## config.mk

```make
export PLATFORM = sky130hd
export DESIGN_NAME = erdt_top
export DESIGN_NICKNAME = d
export VERILOG_FILES = /design/src/inc/erdt_pkg.sv /design/src/inc/erdt_tmr_if.sv /design/src/erdt_timer.sv /design/src/erdt_top.sv
export SDC_FILE = /design/constraint.sdc
export NUM_CORES = 1
export LEC_CHECK = 0
export BUFFER_PORTS_ARGS = -buffer_cell sky130_fd_sc_hd__buf_2
export CORE_ASPECT_RATIO = 0.8
export CORE_UTILIZATION = 63
export DETAILED_ROUTE_END_ITERATION = 8
export PLACE_DENSITY = 0.84
export RECOVER_POWER = 50
export SLEW_MARGIN = 15
export SYNTH_ARGS = -nofsm -noshare
export SYNTH_HDL_FRONTEND = slang
export SYNTH_SLANG_ARGS = --single-unit
```

## constraint.sdc

```tcl
create_clock -name i_clk_sys -period 3 [get_ports i_clk_sys]
set_input_delay 0.45 -clock i_clk_sys [delete_from_list [all_inputs] [get_ports i_clk_sys]]
set_output_delay 0.45 -clock i_clk_sys [all_outputs]
set_load 0.01 [all_outputs]
```

## src/inc/erdt_pkg.sv

```systemverilog
// constants shared by the event response delay timer bank
package erdt_pkg;

  // bank shape
  localparam int NUM_EV = 8;               // number of event timers
  localparam int ADDR_W = 10;              // register index width
  localparam int DATA_W = 16;              // register data width

  // register indices, one word each
  localparam logic [ADDR_W-1:0] OFF_CONT_CUR  = 10'h279;  // continuous_current_delay
  localparam logic [ADDR_W-1:0] OFF_LOOP_SAT  = 10'h27a;  // current_loop_saturated_delay
  localparam logic [ADDR_W-1:0] OFF_UNDER_V   = 10'h27b;  // under_voltage_delay
  localparam logic [ADDR_W-1:0] OFF_OVER_V    = 10'h27c;  // over_voltage_delay
  localparam logic [ADDR_W-1:0] OFF_OVER_SPD  = 10'h27d;  // over_speed_delay
  localparam logic [ADDR_W-1:0] OFF_AUX_DIS   = 10'h27e;  // aux_disable_delay
  localparam logic [ADDR_W-1:0] OFF_SHUNT     = 10'h27f;  // shunt_activity_delay
  localparam logic [ADDR_W-1:0] OFF_CMD_LIM   = 10'h280;  // command_limiter_delay
  localparam logic [ADDR_W-1:0] OFF_STATUS    = 10'h281;  // event_status, read only
  localparam logic [ADDR_W-1:0] OFF_FIRST     = OFF_CONT_CUR;  // base of the delay block

  // event positions in the condition and result vectors
  localparam int EV_CONT_CUR = 0;
  localparam int EV_LOOP_SAT = 1;
  localparam int EV_UNDER_V  = 2;
  localparam int EV_OVER_V   = 3;
  localparam int EV_OVER_SPD = 4;
  localparam int EV_AUX_DIS  = 5;
  localparam int EV_SHUNT    = 6;
  localparam int EV_CMD_LIM  = 7;

  // delay word layout
  localparam int EN_BIT = 15;              // event enable flag
  localparam int DLY_W  = 15;              // millisecond delay field width
  localparam logic [DATA_W-1:0] DELAY_RST = 16'h0000;  // disabled, zero delay

  // status word layout
  localparam int ST_ACTIVE_LSB = 0;        // expired events
  localparam int ST_BUSY_LSB   = 8;        // events counting

  // millisecond tick
  localparam int CLK_PERIOD_NS = 25;       // 40 MHz system clock
  localparam int MS_PERIOD_NS  = 1000000;  // one millisecond
  localparam int MS_CYCLES     = MS_PERIOD_NS / CLK_PERIOD_NS;

  // input synchroniser depth
  localparam int SYNC_STAGES = 2;

endpackage

```

## src/inc/erdt_tmr_if.sv

```systemverilog
// link between the register side and one event delay timer
`timescale 1ns/1ps
interface erdt_tmr_if;
  logic                       tick;    // one-cycle millisecond tick
  logic                       cond;    // synchronised event condition
  logic                       enable;  // event enabled in its delay word
  logic [erdt_pkg::DLY_W-1:0] delay;   // delay in milliseconds
  logic                       fire;    // one-cycle pulse at expiry
  logic                       active;  // expired, condition still present
  logic                       busy;    // counting towards expiry

  modport timer (input tick, input cond, input enable, input delay,
                 output fire, output active, output busy);
  modport ctrl  (output tick, output cond, output enable, output delay,
                 input fire, input active, input busy);
endinterface

```

## src/erdt_timer.sv

```systemverilog
// one event response delay timer
`timescale 1ns/1ps
module erdt_timer #(
  parameter int P_DLY_W = erdt_pkg::DLY_W
) (
  input  wire logic i_clk_sys,
  input  wire logic i_resetn,
  erdt_tmr_if.timer tif
);

  // refuse a field width the link cannot carry
  if (P_DLY_W != erdt_pkg::DLY_W) begin : g_chk
    $error("erdt_timer: delay width must match the link");
  end

  logic [P_DLY_W-1:0] cnt_reg;      // elapsed milliseconds
  logic               fire_reg;     // expiry pulse
  logic               active_reg;   // expired and held
  logic               busy_reg;     // counting
  logic               go;           // condition present and enabled
  logic               expire;       // count has reached the delay

  assign go     = tif.cond && tif.enable;
  assign expire = go && busy_reg && !active_reg && (cnt_reg >= tif.delay);

  // millisecond count, restarted whenever the condition drops
  always_ff @(posedge i_clk_sys or negedge i_resetn) begin
    if (!i_resetn) begin
      cnt_reg <= '0;
    end else if (!go || !busy_reg) begin
      cnt_reg <= '0;
    end else if (tif.tick && !expire) begin
      cnt_reg <= cnt_reg + 1'b1;
    end
  end

  // counting flag, set the cycle after the condition is seen
  always_ff @(posedge i_clk_sys or negedge i_resetn) begin
    if (!i_resetn) begin
      busy_reg <= 1'b0;
    end else begin
      busy_reg <= go && !(active_reg || expire);
    end
  end

  // expiry pulse and held result; a dropped condition never fires
  always_ff @(posedge i_clk_sys or negedge i_resetn) begin
    if (!i_resetn) begin
      fire_reg   <= 1'b0;
      active_reg <= 1'b0;
    end else begin
      fire_reg   <= expire;
      active_reg <= go && (active_reg || expire);
    end
  end

  assign tif.fire   = fire_reg;
  assign tif.active = active_reg;
  assign tif.busy   = busy_reg;
endmodule

```

## src/erdt_top.sv

```systemverilog
// event response delay timer bank with its register port
//
// Added by the designer: the strobed register port.
`timescale 1ns/1ps

// Operation
// - continuous current event acts after its delay
// - loop saturation event acts after its delay
// - under-voltage event acts after its delay
// - over-speed event acts after its delay
// - auxiliary disable turns bridge off after delay
// - shunt activity event acts after its delay
// - command limiter event acts after its delay
// - top bit enables event, fifteen-bit delay
module erdt_top #(
  parameter int P_MS_CYCLES = erdt_pkg::MS_CYCLES
) (
  input  wire logic                          i_clk_sys,
  input  wire logic                          i_resetn,
  input  wire logic [erdt_pkg::ADDR_W-1:0]   i_addr,
  input  wire logic [erdt_pkg::DATA_W-1:0]   i_wdata,
  input  wire logic                          i_wr_en,
  input  wire logic                          i_rd_en,
  output wire logic [erdt_pkg::DATA_W-1:0]   o_rdata,
  input  wire logic [erdt_pkg::NUM_EV-1:0]   i_event_cond,
  output wire logic [erdt_pkg::NUM_EV-1:0]   o_event_fire,
  output wire logic [erdt_pkg::NUM_EV-1:0]   o_event_active,
  output wire logic                          o_bridge_disable
);

  localparam int NEV = erdt_pkg::NUM_EV;
  localparam int DW  = erdt_pkg::DATA_W;
  // the prescaler is just wide enough for one millisecond period;
  // TICK_LAST is the final count before it wraps back to zero
  localparam int TW  = (P_MS_CYCLES > 1) ? $clog2(P_MS_CYCLES) : 1;
  localparam logic [TW-1:0] TICK_LAST = TW'(P_MS_CYCLES - 1);

  // refuse a tick period the prescaler cannot serve
  if (P_MS_CYCLES < 2) begin : g_chk
    $error("erdt_top: millisecond period must be at least two cycles");
  end

  // ---------------------------------------------------------------
  // condition synchronisers
  // ---------------------------------------------------------------
  logic [NEV-1:0] cond_s1_reg;   // first stage, read only by the second
  logic [NEV-1:0] cond_s2_reg;   // stable condition levels

  // a condition that changes close to a clock edge may leave the first
  // stage metastable; only the second stage feeds the timers, which
  // costs two cycles of response but keeps every count clean
  // two flops per condition, conditions arrive from outside this clock
  always_ff @(posedge i_clk_sys or negedge i_resetn) begin
    if (!i_resetn) begin
      cond_s1_reg <= '0;
      cond_s2_reg <= '0;
    end else begin
      cond_s1_reg <= i_event_cond;
      cond_s2_reg <= cond_s1_reg;
    end
  end

  // ---------------------------------------------------------------
  // millisecond tick
  // ---------------------------------------------------------------
  logic [TW-1:0] tick_cnt_reg;   // cycles within the current millisecond
  logic          tick_reg;       // one-cycle pulse per millisecond

  // one prescaler for all eight timers keeps them in step; the price is
  // that the first millisecond of a count is partial, so a delay of D
  // acts after D-1 to D milliseconds plus the synchroniser latency
  // free-running prescaler shared by every timer
  always_ff @(posedge i_clk_sys or negedge i_resetn) begin
    if (!i_resetn) begin
      tick_cnt_reg <= '0;
      tick_reg     <= 1'b0;
    end else if (tick_cnt_reg == TICK_LAST) begin
      tick_cnt_reg <= '0;
      tick_reg     <= 1'b1;
    end else begin
      tick_cnt_reg <= tick_cnt_reg + 1'b1;
      tick_reg     <= 1'b0;
    end
  end

  // ---------------------------------------------------------------
  // delay words and timers, one per event
  // ---------------------------------------------------------------
  logic [NEV-1:0][DW-1:0] delay_w;   // delay words for the read mux
  logic [NEV-1:0]         fire_w;    // expiry pulses
  logic [NEV-1:0]         active_w;  // held results
  logic [NEV-1:0]         busy_w;    // counting flags

  for (genvar g = 0; g < NEV; g++) begin : g_ev
    localparam logic [erdt_pkg::ADDR_W-1:0] MY_OFF =
      erdt_pkg::OFF_FIRST + erdt_pkg::ADDR_W'(g);

    logic [DW-1:0] delay_reg;       // enable flag and millisecond delay
    erdt_tmr_if    tif();           // link to this event's timer

    // writes to the status index or to unmapped indices match no word
    // and are dropped here without any effect
    // software write of the delay word, all sixteen bits kept
    always_ff @(posedge i_clk_sys or negedge i_resetn) begin
      if (!i_resetn) begin
        delay_reg <= erdt_pkg::DELAY_RST;
      end else if (i_wr_en && (i_addr == MY_OFF)) begin
        delay_reg <= i_wdata;
      end
    end

    // split the word into enable flag and delay field
    assign tif.tick   = tick_reg;
    assign tif.cond   = cond_s2_reg[g];
    assign tif.enable = delay_reg[erdt_pkg::EN_BIT];
    assign tif.delay  = delay_reg[erdt_pkg::DLY_W-1:0];

    // the timer itself: count, expire, hold
    erdt_timer #(
      .P_DLY_W (erdt_pkg::DLY_W)
    ) u_timer (
      .i_clk_sys (i_clk_sys),
      .i_resetn  (i_resetn),
      .tif       (tif.timer)
    );

    assign delay_w[g]  = delay_reg;
    assign fire_w[g]   = tif.fire;
    assign active_w[g] = tif.active;
    assign busy_w[g]   = tif.busy;

  end

  // both vectors come straight from timer flops, so the action logic
  // outside sees them with no combinational path in between
  // event results leave straight from the timer flops
  assign o_event_fire   = fire_w;
  assign o_event_active = active_w;

  // ---------------------------------------------------------------
  // power bridge disable
  // ---------------------------------------------------------------
  logic bridge_dis_reg;   // bridge held off while aux disable is active

  // the bridge is released as soon as the aux condition clears; it is
  // not latched, so an input that bounces can turn the bridge off again
  // only after another full delay has run out
  // the auxiliary disable event's action is the bridge turning off
  always_ff @(posedge i_clk_sys or negedge i_resetn) begin
    if (!i_resetn) begin
      bridge_dis_reg <= 1'b0;
    end else begin
      bridge_dis_reg <= active_w[erdt_pkg::EV_AUX_DIS];
    end
  end

  assign o_bridge_disable = bridge_dis_reg;

  // ---------------------------------------------------------------
  // register read port
  // ---------------------------------------------------------------
  logic [DW-1:0] rdata_next;   // selected word for this address
  logic [DW-1:0] rdata_reg;    // read data, valid one cycle after strobe

  // the status word sits just above the delay block; every other index
  // reads zero so that software never sees stale data
  // address decode of the delay block and the status word
  always_comb begin
    rdata_next = '0;  // unmapped addresses read as zero
    if (i_addr == erdt_pkg::OFF_STATUS) begin
      rdata_next[erdt_pkg::ST_ACTIVE_LSB +: NEV] = active_w;
      rdata_next[erdt_pkg::ST_BUSY_LSB +: NEV]   = busy_w;
    end
    for (int i = 0; i < NEV; i++) begin
      if (i_addr == erdt_pkg::OFF_FIRST + erdt_pkg::ADDR_W'(i)) begin
        rdata_next = delay_w[i];
      end
    end
  end

  // clearing the data between reads means a stale word can never be
  // taken for a fresh answer by a master that samples late
  // read data stand only in the cycle after the strobe
  always_ff @(posedge i_clk_sys or negedge i_resetn) begin
    if (!i_resetn) begin
      rdata_reg <= '0;
    end else if (i_rd_en) begin
      rdata_reg <= rdata_next;
    end else begin
      rdata_reg <= '0;
    end
  end

  assign o_rdata = rdata_reg;
endmodule
```

==> qor.txt, run 1 <==
Syn Area/Cell: 10.1 um^2
NetSw: 2.04 mW
Pwr dens: 452 nW/um^2
Core area: 28200 um^2
WL/cell: 21.8 um
Clk_skew: 0.0199 ns
Critical-path top delay cell: a2111oi_0
CP cell instances: ha_1, and4_1, a41oi_1, nor2_1, a211oi_1, o21ai_1, a2111oi_0, mux2i_1
DR DRC count: 0
Crit Path Class: flop to flop
# rows: 55
Largest net degree at the start of global routing: 83
Type of the tightest min-delay check: input pin to flop
H-tree lvl count: 2
Grt total ovfl: 0
Ports: 71
Yosys cell types: 66
Max Root-Sink Buffers: 3
Final Hold Vio Count: 0
Final period util: 0.971
Vias in the first global route: 14400
Crit end category: flop
TritonCTS clock tree: done
Die Span X: 191 um
Detailed-route via count: 14700
Worst r2r src: g_ev[6].u_timer.cnt_reg[1]
Syn nets: 1951
P&R area growth vs syn: 9.69%
Seq/Total Area, Yosys: 0.446
Slew Viols, Final: 0
CTS sink cnt: 322
Ys async rst share: 1.00
Max cap viols: 1
R2r setup slk: 0.09 ns
Post-synth EDFFs: 0
Flop pwr share: 0.493
Most common cell after layout, fill and taps aside: dfrtp_1
Number of CTS-inserted buffers: 34
Synthesized flop and latch total: 322
Comb power frac: 0.042
RSZ-0062 raised after global routing: no
Post-DP HPWL: 35200 um
Most frequent cells in the layout: 322 x dfrtp_1, 139 x inv_1, 133 x nand2_1, 129 x ha_1, 128 x mux2_2
Cell internal pwr: 6.92 mW
Port Buffer Count: 70
Clock Power Share: 0.465
Die Ht: 154 um
Fillcell total: 2029
DIE AREA: 29400 um^2
Critical path startpoint category: flop
Placer Congestion: 1.04
Yosys warns: 0
Layout cells sized above 1: 0.148
Peak Freq: 343 MHz
Failing checks: capacitance limit
Slowest stage delay, CP: 0.85 ns
ANT nets after route: 0
Worst EP required: 3.45 ns
First-pass GRT wire length: 77300 um
Initial drt markers: 1331
Status: finished with violations
Total GRT Usage: 0.339
Starting density of the core: 0.641
Postcts setup bufs: 0
Slew @ Worst Pin: 1.49 ns
Max-slew headroom: 0.00916
Predominant post-synthesis flop cell: dfrtp_1
# setup viols final: 0
Register clock-pin slew on the reported worst setup and hold paths: 0.06 ns
Worst-Skew Late Latency: 0.54 ns
Antenna violations before repair: 5
Post-Syn Instances: 1784
Largest fanout on the critical path: 5
Final TNS setup: 0 ns
Post-Syn Area: 18100 um^2
Utilization of the core after routing: 0.703
Root Driver: clkbuf_16
Crit path time final: 2.91 ns
CP arrival: 3.37 ns
Pleak: 8.77 nW
Max IR drop VDD: 0.414 mV
Max reg flops: 128
Sw Ratio: 0.228
Final nets: 2006
Via/cell ratio: 6.59
Detailed Routing Iterations Pass 1: 7
WL final: 48800 um
CP startpoint: g_ev[6].u_timer.cnt_reg[1]
Hold_sp: i_event_cond[7]
cell type report:
| class | instances | area, um^2 | area share |
|---|---|---|---|
| Clock buffer | 52 | 1020 | 0.0515 |
| Antenna cell | 3 | 7.51 | 0.000379 |
| Timing Repair Buffer | 100 | 563 | 0.0284 |
| Tap cell | 370 | 463 | 0.0233 |
| Clock inverter | 7 | 60.1 | 0.00303 |
| Inverter | 140 | 526 | 0.0265 |
| Multi-Input combinational cell | 1241 | 9130 | 0.460 |
| Sequential cell | 322 | 8060 | 0.406 |
Yosys cell counts (14+ instances only):
| cell | number | area share |
|---|---|---|
| nor2_1 | 70 | 0.015 |
| o21ai_0 | 76 | 0.021 |
| a21oi_1 | 116 | 0.032 |
| mux2_2 | 128 | 0.080 |
| nand3_1 | 84 | 0.023 |
| ha_1 | 129 | 0.089 |
| nand2b_1 | 45 | 0.016 |
| xnor2_1 | 21 | 0.010 |
| nor3_1 | 16 | 0.0044 |
| a21boi_0 | 14 | 0.0058 |
| o31ai_1 | 20 | 0.0083 |
| a221oi_1 | 16 | 0.0078 |
| dfrtp_1 | 322 | 0.45 |
| and3_1 | 38 | 0.013 |
| nand2_1 | 133 | 0.028 |
| or4_1 | 21 | 0.0087 |
| nand4_1 | 32 | 0.011 |
| inv_1 | 139 | 0.029 |
| a211oi_1 | 18 | 0.0075 |
| or3_1 | 19 | 0.0066 |
| clkbuf_1 | 49 | 0.010 |
| buf_4 | 16 | 0.0066 |
| a21o_1 | 22 | 0.0091 |
| mux2i_1 | 43 | 0.024 |
| a22oi_1 | 35 | 0.015 |
cell families after synthesis:
kind of cell,synth area share
flops,0.446
fa+ha+maj,0.0893
simple gates,0.153
mux,0.104
xor+xnor,0.0140
buf+inv,0.0500
compound gates,0.144
power groups by stage:
stage | Combinational, mW | Clock [mW] | Sequential, mW
after floorplan | 0.158 | 0 | 4.48
after global placement | 0.367 | 0 | 4.49
after detailed placement | 0.380 | 0 | 4.50
after CTS | 0.383 | 4.21 | 4.42
after global routing | 0.412 | 4.38 | 4.42
final | 0.378 | 4.17 | 4.42
through the flow:
stage	instance area [um^2]	cells	total power, mW	setup slack [ns]	hold slack [ns]
after floorplan	18100	1784	4.64	0.565	0.154
after global placement	18800	2172	4.86	0.381	0.332
after detailed placement	18800	2172	4.88	0.273	0.336
after CTS	19900	2232	9.01	0.216	0.0124
after global routing	19800	2234	9.21	0.0272	0.0185
final	19800	2235	8.96	0.0879	0.0181
per-layer routing:
| layer | vias up | GRT usage | wire length [um] |
|---|---|---|---|
| li1 | 6598 | - | - |
| met3 | 202 | 0.0776 | 4450 |
| met2 | 685 | 0.516 | 21800 |
| met5 | - | 0 | 10 |
| met4 | 2 | 0.159 | 2560 |
| met1 | 7231 | 0.460 | 19900 |
path summary, 6_finish.rpt:
path	endpoint	cells after the start
setup / recovery	g_ev[6].u_timer.cnt_reg[14]	8
hold / removal	cond_s1_reg[7]	1
setup reg to reg	g_ev[6].u_timer.cnt_reg[14]	8
hold reg to reg	cond_s2_reg[0]	0
max in group asynchronous	g_ev[0].u_timer.cnt_reg[6]	3
min in group asynchronous	g_ev[7].u_timer.cnt_reg[3]	2
repair_timing:
action | 4_1_cts | 5_1_grt
hold buffers | 1 | 0
gates resized for setup | 0 | 0
hold endpoints to repair | 76 | 0
worst max-delay path, delay by kind of cell, from the launching register on:
kind / cells / cell delay (ns)
AOI/OAI and AO/OA: 4 / 1.52
DFF: 1 / 0.44
adders and majority gates: 1 / 0.32
muxes: 1 / 0.28
and+or+nand+nor: 2 / 0.27
Power figures use the tool's default switching activity.
==> run 2: changes to the inputs <==
Settings changed: REMOVE_ABC_BUFFERS from default to 1.
Clock period 3 ns to 3.1 ns, I/O delays scaled along.
==> run 2 against run 1 <==
Die area stayed put. Non-clock buffer count stayed put. Critical path depth shrank 1. Core utilization grew 0.81 points. The run ends with capacitance limit, slew limit left. Via count up 0.39%. Total power increased by 3.0%.
==> qor.txt, run 2 (synthesized netlist as in run 1, its figures left out) <==
Core area: 28200 um^2
Hold-fix buffers, CTS: 1
Grt total ovfl: 0
Type of the tightest min-delay check: input pin to flop
Starting density of the core: 0.641
Max IR drop VDD: 0.557 mV
DIE AREA: 29400 um^2
Slew @ Worst Pin: 1.58 ns
Critical path startpoint category: flop
Failing checks: capacitance limit, slew limit
Antenna violations before repair: 5
Max reg flops: 128
H-tree lvl count: 2
Ports: 71
Max cap viols: 1
Via/cell ratio: 6.60
Power, Total: 9.23 mW
Largest net degree at the start of global routing: 82
R2r setup slk: 0.30 ns
P&R area growth vs syn: 10.9%
CP bufs+invs: 0
Number of CTS-inserted buffers: 35
Post-DP HPWL: 34600 um
Max-slew headroom: -0.0557
CP top delay family: simple AND/OR/NAND/NOR gates
Crit path time final: 2.80 ns
First-pass GRT wire length: 77400 um
Pwr dens: 460 nW/um^2
Vias in the first global route: 14400
CP cell instances: ha_1, nand3_1, or4_4, a311oi_4, nor2_1, xnor2_1, nor2_1
Detailed-route via count: 14800
CP arrival: 3.18 ns
RSZ-0062 raised after global routing: no
Worst Hold Depth: 1
Crit end category: flop
Placer Congestion: 1.04
Post-CTS resize count: 0
Most common cell after layout, fill and taps aside: dfrtp_1
Critical-path top delay cell: a311oi_4
# setup viols final: 0
Met1 usage: 0.455
Place WS: 0.410 ns
Die Ht: 154 um
Slew Viols, Final: 56
Peak Freq: 358 MHz
Detailed Routing Iterations Pass 1: 9
Most frequent cells in the layout: 322 x dfrtp_1, 139 x inv_1, 133 x nand2_1, 129 x ha_1, 128 x mux2_2
Post-route cell area: 20100 um^2
R2R cell count: 7
Final nets: 2007
CTS sink cnt: 322
Layout cells sized above 1: 0.160
DR DRC count: 0
WL final: 49400 um
Worst EP required: 3.48 ns
Postcts setup bufs: 0
Final Hold Vio Count: 0
M2 GR Usage: 0.526
ANT nets after route: 0
Final period util: 0.902
Max Root-Sink Buffers: 3
Pleak: 8.91 nW
Post-route setup slack: 0.304 ns
Slowest stage delay, CP: 0.61 ns
Register clock-pin slew on the reported worst setup and hold paths: 0.06 ns
# rows: 55
Largest fanout on the critical path: 10
Clk_skew: 0.0272 ns
Met3 Resource Use GR: 0.0778
Grt peak-use layer: met2
Final TNS setup: 0 ns
CP most frequent cell: nor2_1
Initial drt markers: 1440
Fillcell total: 1899
Total GRT Usage: 0.339
Worst-Skew Late Latency: 0.54 ns
Post-place instance area: 18800 um^2
Root Driver: clkbuf_16
Port Buffer Count: 70
TritonCTS clock tree: done
WL/cell: 22.0 um
Hold_sp: i_event_cond[1]
Status: finished with violations
CP startpoint: g_ev[3].u_timer.cnt_reg[11]
WHS Endpoint: cond_s1_reg[1]
FF-to-FF End: g_ev[3].u_timer.cnt_reg[0]
Crit Path Class: flop to flop
Worst r2r src: g_ev[3].u_timer.cnt_reg[11]
Die Span X: 191 um
==> run 2: final cells by class <==
cell class	count	area, um^2	area share
antenna	4	10.0	0.000499
timing repair buffer	100	602	0.0300
tap	370	463	0.0231
sequential	322	8060	0.402
clock buffer	51	1100	0.0548
clock inverter	12	179	0.00892
multi-input combinational	1241	9120	0.455
inverter	140	526	0.0262
==> run 2: stage by stage <==
step / hold slack, ns / instances / utilization
after floorplan: 0.169 / 1703 / -
after global placement: 0.334 / 2172 / 0.667
after detailed placement: 0.335 / 2172 / 0.667
after CTS: 0.0122 / 2236 / 0.712
after global routing: 0.0209 / 2239 / 0.711
final: 0.0248 / 2240 / 0.711
==> run 2: metal layers <==
layer | wire [um] | part of all wire
met5 | 12 | 0.00024
met4 | 2370 | 0.048
met3 | 4380 | 0.089
met2 | 22700 | 0.46
met1 | 19900 | 0.40
==> run 2: worst max path at each step <==
stage | endpoint | slack [ns] | cells past startpoint
global placement | g_ev[3].u_timer.cnt_reg[1] | 0.46 | 7
global route | g_ev[1].u_timer.cnt_reg[11] | 0.09 | 8
CTS | g_ev[6].u_timer.cnt_reg[14] | 0.35 | 9
finish | g_ev[3].u_timer.cnt_reg[0] | 0.30 | 7
detailed placement | g_ev[6].u_timer.cnt_reg[13] | 0.41 | 9
floorplan | g_ev[6].delay_reg[0] | 0.25 | 4
==> run 2: power by group <==
| group | total (mW) | switching (mW) | leakage, nW | internal (mW) |
|---|---|---|---|---|
| logic | 0.363 | 0.255 | 3.85 | 0.108 |
| clock network | 4.59 | 1.79 | 0.616 | 2.80 |
| registers | 4.28 | 0.0400 | 4.44 | 4.24 |
| total | 9.23 | 2.08 | 8.91 | 7.15 |
==> run 3: changes to the inputs <==
Settings changed: SYNTH_HIERARCHICAL from default to 1.
==> run 3 against run 2 <==
The run still ends with capacitance limit, slew limit left. Total power grew 6.8%. Clock skew down 0.012 ns. Critical path depth rose by 1. Cell count increased by 2.0%. Non-clock buffer count down 10. Core utilization up 0.48 points. Global-route usage grew 1.1 points. Worst hold slack improved by 0.011 ns. Largest power group unchanged. Highest routed layer is now met4.
==> qor.txt, run 3 <==
Status: finished with violations
Failing checks: capacitance limit, slew limit
Register clock-pin slew on the reported worst setup and hold paths: 0.07 ns
Postcts setup bufs: 0
Area leader, netlist: dfrtp_1
Max reg flops: 128
Max Root-Sink Buffers: 3
P&R area growth vs syn: 10.1%
TritonCTS clock tree: done
Starting density of the core: 0.650
Layout cells sized above 1: 0.167
H-tree lvl count: 2
Ys async rst share: 1.00
Pwr dens: 480 nW/um^2
Critical path startpoint category: flop
Post-route cell area: 20500 um^2
Post-synth EDFFs: 0
Final nets: 2055
Port Buffer Count: 70
Peak Freq: 371 MHz
Largest fanout on the critical path: 6
Pleak: 9.06 nW
Seq/Total Area, Yosys: 0.432
Root Driver: clkbuf_16
Initial drt markers: 1428
Predominant post-synthesis flop cell: dfrtp_1
Synth top area share: 0.432
# setup viols final: 0
# rows: 55
Via/cell ratio: 6.68
Synthesized flop and latch total: 322
Fillcell total: 1979
Die Span X: 194 um
Max IR drop VDD: 0.401 mV
Non-Filler Instances: 2285
Utilization of the core after routing: 0.716
CP startpoint: g_ev[4].delay_reg[8]
Vias in the first global route: 14800
Worst r2r src: g_ev[4].delay_reg[8]
Yosys cell types: 74
ANT nets after route: 0
Most frequent cell after synthesis: dfrtp_1
Detailed Routing Iterations Pass 1: 6
Post-DP HPWL: 37000 um
Type of the tightest min-delay check: input pin to flop
CP arrival: 3.14 ns
Worst-Skew Late Latency: 0.54 ns
Max-slew headroom: -0.461
Final Hold Vio Count: 0
R2r setup slk: 0.40 ns
Hold_sp: i_event_cond[4]
FF-to-FF End: g_ev[4].u_timer/cnt_reg[11]
Final period util: 0.869
Post-Syn Instances: 1842
Total GRT Usage: 0.350
RSZ-0062 raised after global routing: no
Worst Hold Depth: 1
Die Ht: 156 um
Largest net degree at the start of global routing: 89
Most frequent cells in the layout: 322 x dfrtp_1, 161 x inv_1, 147 x a21oi_1, 131 x mux2_2, 130 x nand2_1
Area contributors post-synth: dfrtp_1 43%, ha_1 8.7%, mux2_2 7.9%
WL/cell: 22.9 um
Critical path destination: g_ev[4].u_timer/cnt_reg[11]
Clk_skew: 0.0153 ns
DIE AREA: 30300 um^2
Most common library cells after synthesis: 322 x dfrtp_1, 161 x inv_1, 147 x a21oi_1
Number of CTS-inserted buffers: 34
Ports: 71
Worst EP required: 3.55 ns
Crit Path Class: flop to flop
Post-Syn Area: 18700 um^2
Antenna violations before repair: 1
Crit path time final: 2.70 ns
Placed Cells: 2221
Post-CTS resize count: 0
DR DRC count: 0
Yosys warns: 6
WL final: 52200 um
Max cap viols: 1
Grt total ovfl: 0
R2R cell count: 8
First-pass GRT wire length: 82200 um
Detailed-route via count: 15300
Post-place instance area: 19200 um^2
Core area: 28700 um^2
Most common cell after layout, fill and taps aside: dfrtp_1
Final TNS setup: 0 ns
Slew @ Worst Pin: 2.19 ns
Placer Congestion: 1.01
Crit end category: flop
Slew Viols, Final: 86
CTS sink cnt: 322
Syn Area/Cell: 10.1 um^2
[run 3: cell families after synthesis]
family | share of synthesized area
XOR/XNOR | 0.0127
adder cells (fa/ha/maj) | 0.0865
buffers and inverters | 0.0581
flip-flops | 0.432
AND/OR/NAND/NOR | 0.158
AO/OA/AOI/OAI | 0.158
multiplexers | 0.0946
[run 3: layout make-up]
class / instances / area [um^2] / share of cell area
inverters: 161 / 604 / 0.0294
flip-flops and latches: 322 / 8060 / 0.392
repair buffers: 90 / 505 / 0.0246
multi-input cells: 1279 / 9510 / 0.463
diodes: 1 / 2.50 / 0.000122
clock buffers: 43 / 988 / 0.0481
well taps: 370 / 463 / 0.0225
clock inverters: 19 / 408 / 0.0199
[run 3: worst min path at each step]
stage | endpoint | slack (ns)
CTS | cond_s1_reg[2] | 0.02
floorplan | cond_s1_reg[0] | 0.17
detailed placement | cond_s2_reg[1] | 0.33
finish | cond_s1_reg[4] | 0.04
global placement | cond_s2_reg[6] | 0.33
global route | cond_s1_reg[4] | 0.03
[run 3: power by group]
group | switching [mW] | total, mW | internal (mW)
registers | 0.0372 | 4.28 | 4.24
clock network | 1.77 | 5.04 | 3.27
logic | 0.400 | 0.544 | 0.143
[run 3: stage by stage]
stage	setup WS [ns]	total power, mW	hold WS, ns
global placement	0.450	4.87	0.332
CTS	0.431	9.90	0.0225
floorplan	0.719	4.58	0.169
global route	0.176	10.1	0.0287
detailed placement	0.440	4.88	0.335
finish	0.405	9.86	0.0360
[run 3: worst max-delay path, cell delays in order (launching register included)]
cell and delay [ns]:
dfrtp_1 0.42, inv_1 0.10, ha_1 0.31, a21o_1 0.18, a221o_1 0.37, a211oi_1 0.31, o21ai_0 0.28, or4_1 0.54
o21ai_0 0.10
[run 3: what timing repair did]
item / 4_1_cts / 5_1_grt
hold buffers: 1 / 0
endpoints found under the setup margin: 0 / 0
hold endpoints to repair: 56 / 0
[run 3: layer usage]
layer / vias up / wire length (um) / global-route usage
li1: 6846 / - / -
met1: 7571 / 21800 / 0.476
met2: 713 / 24100 / 0.568
met3: 141 / 4300 / 0.0514
met4: 0 / 1970 / 0.140
met5: - / 0 / 0
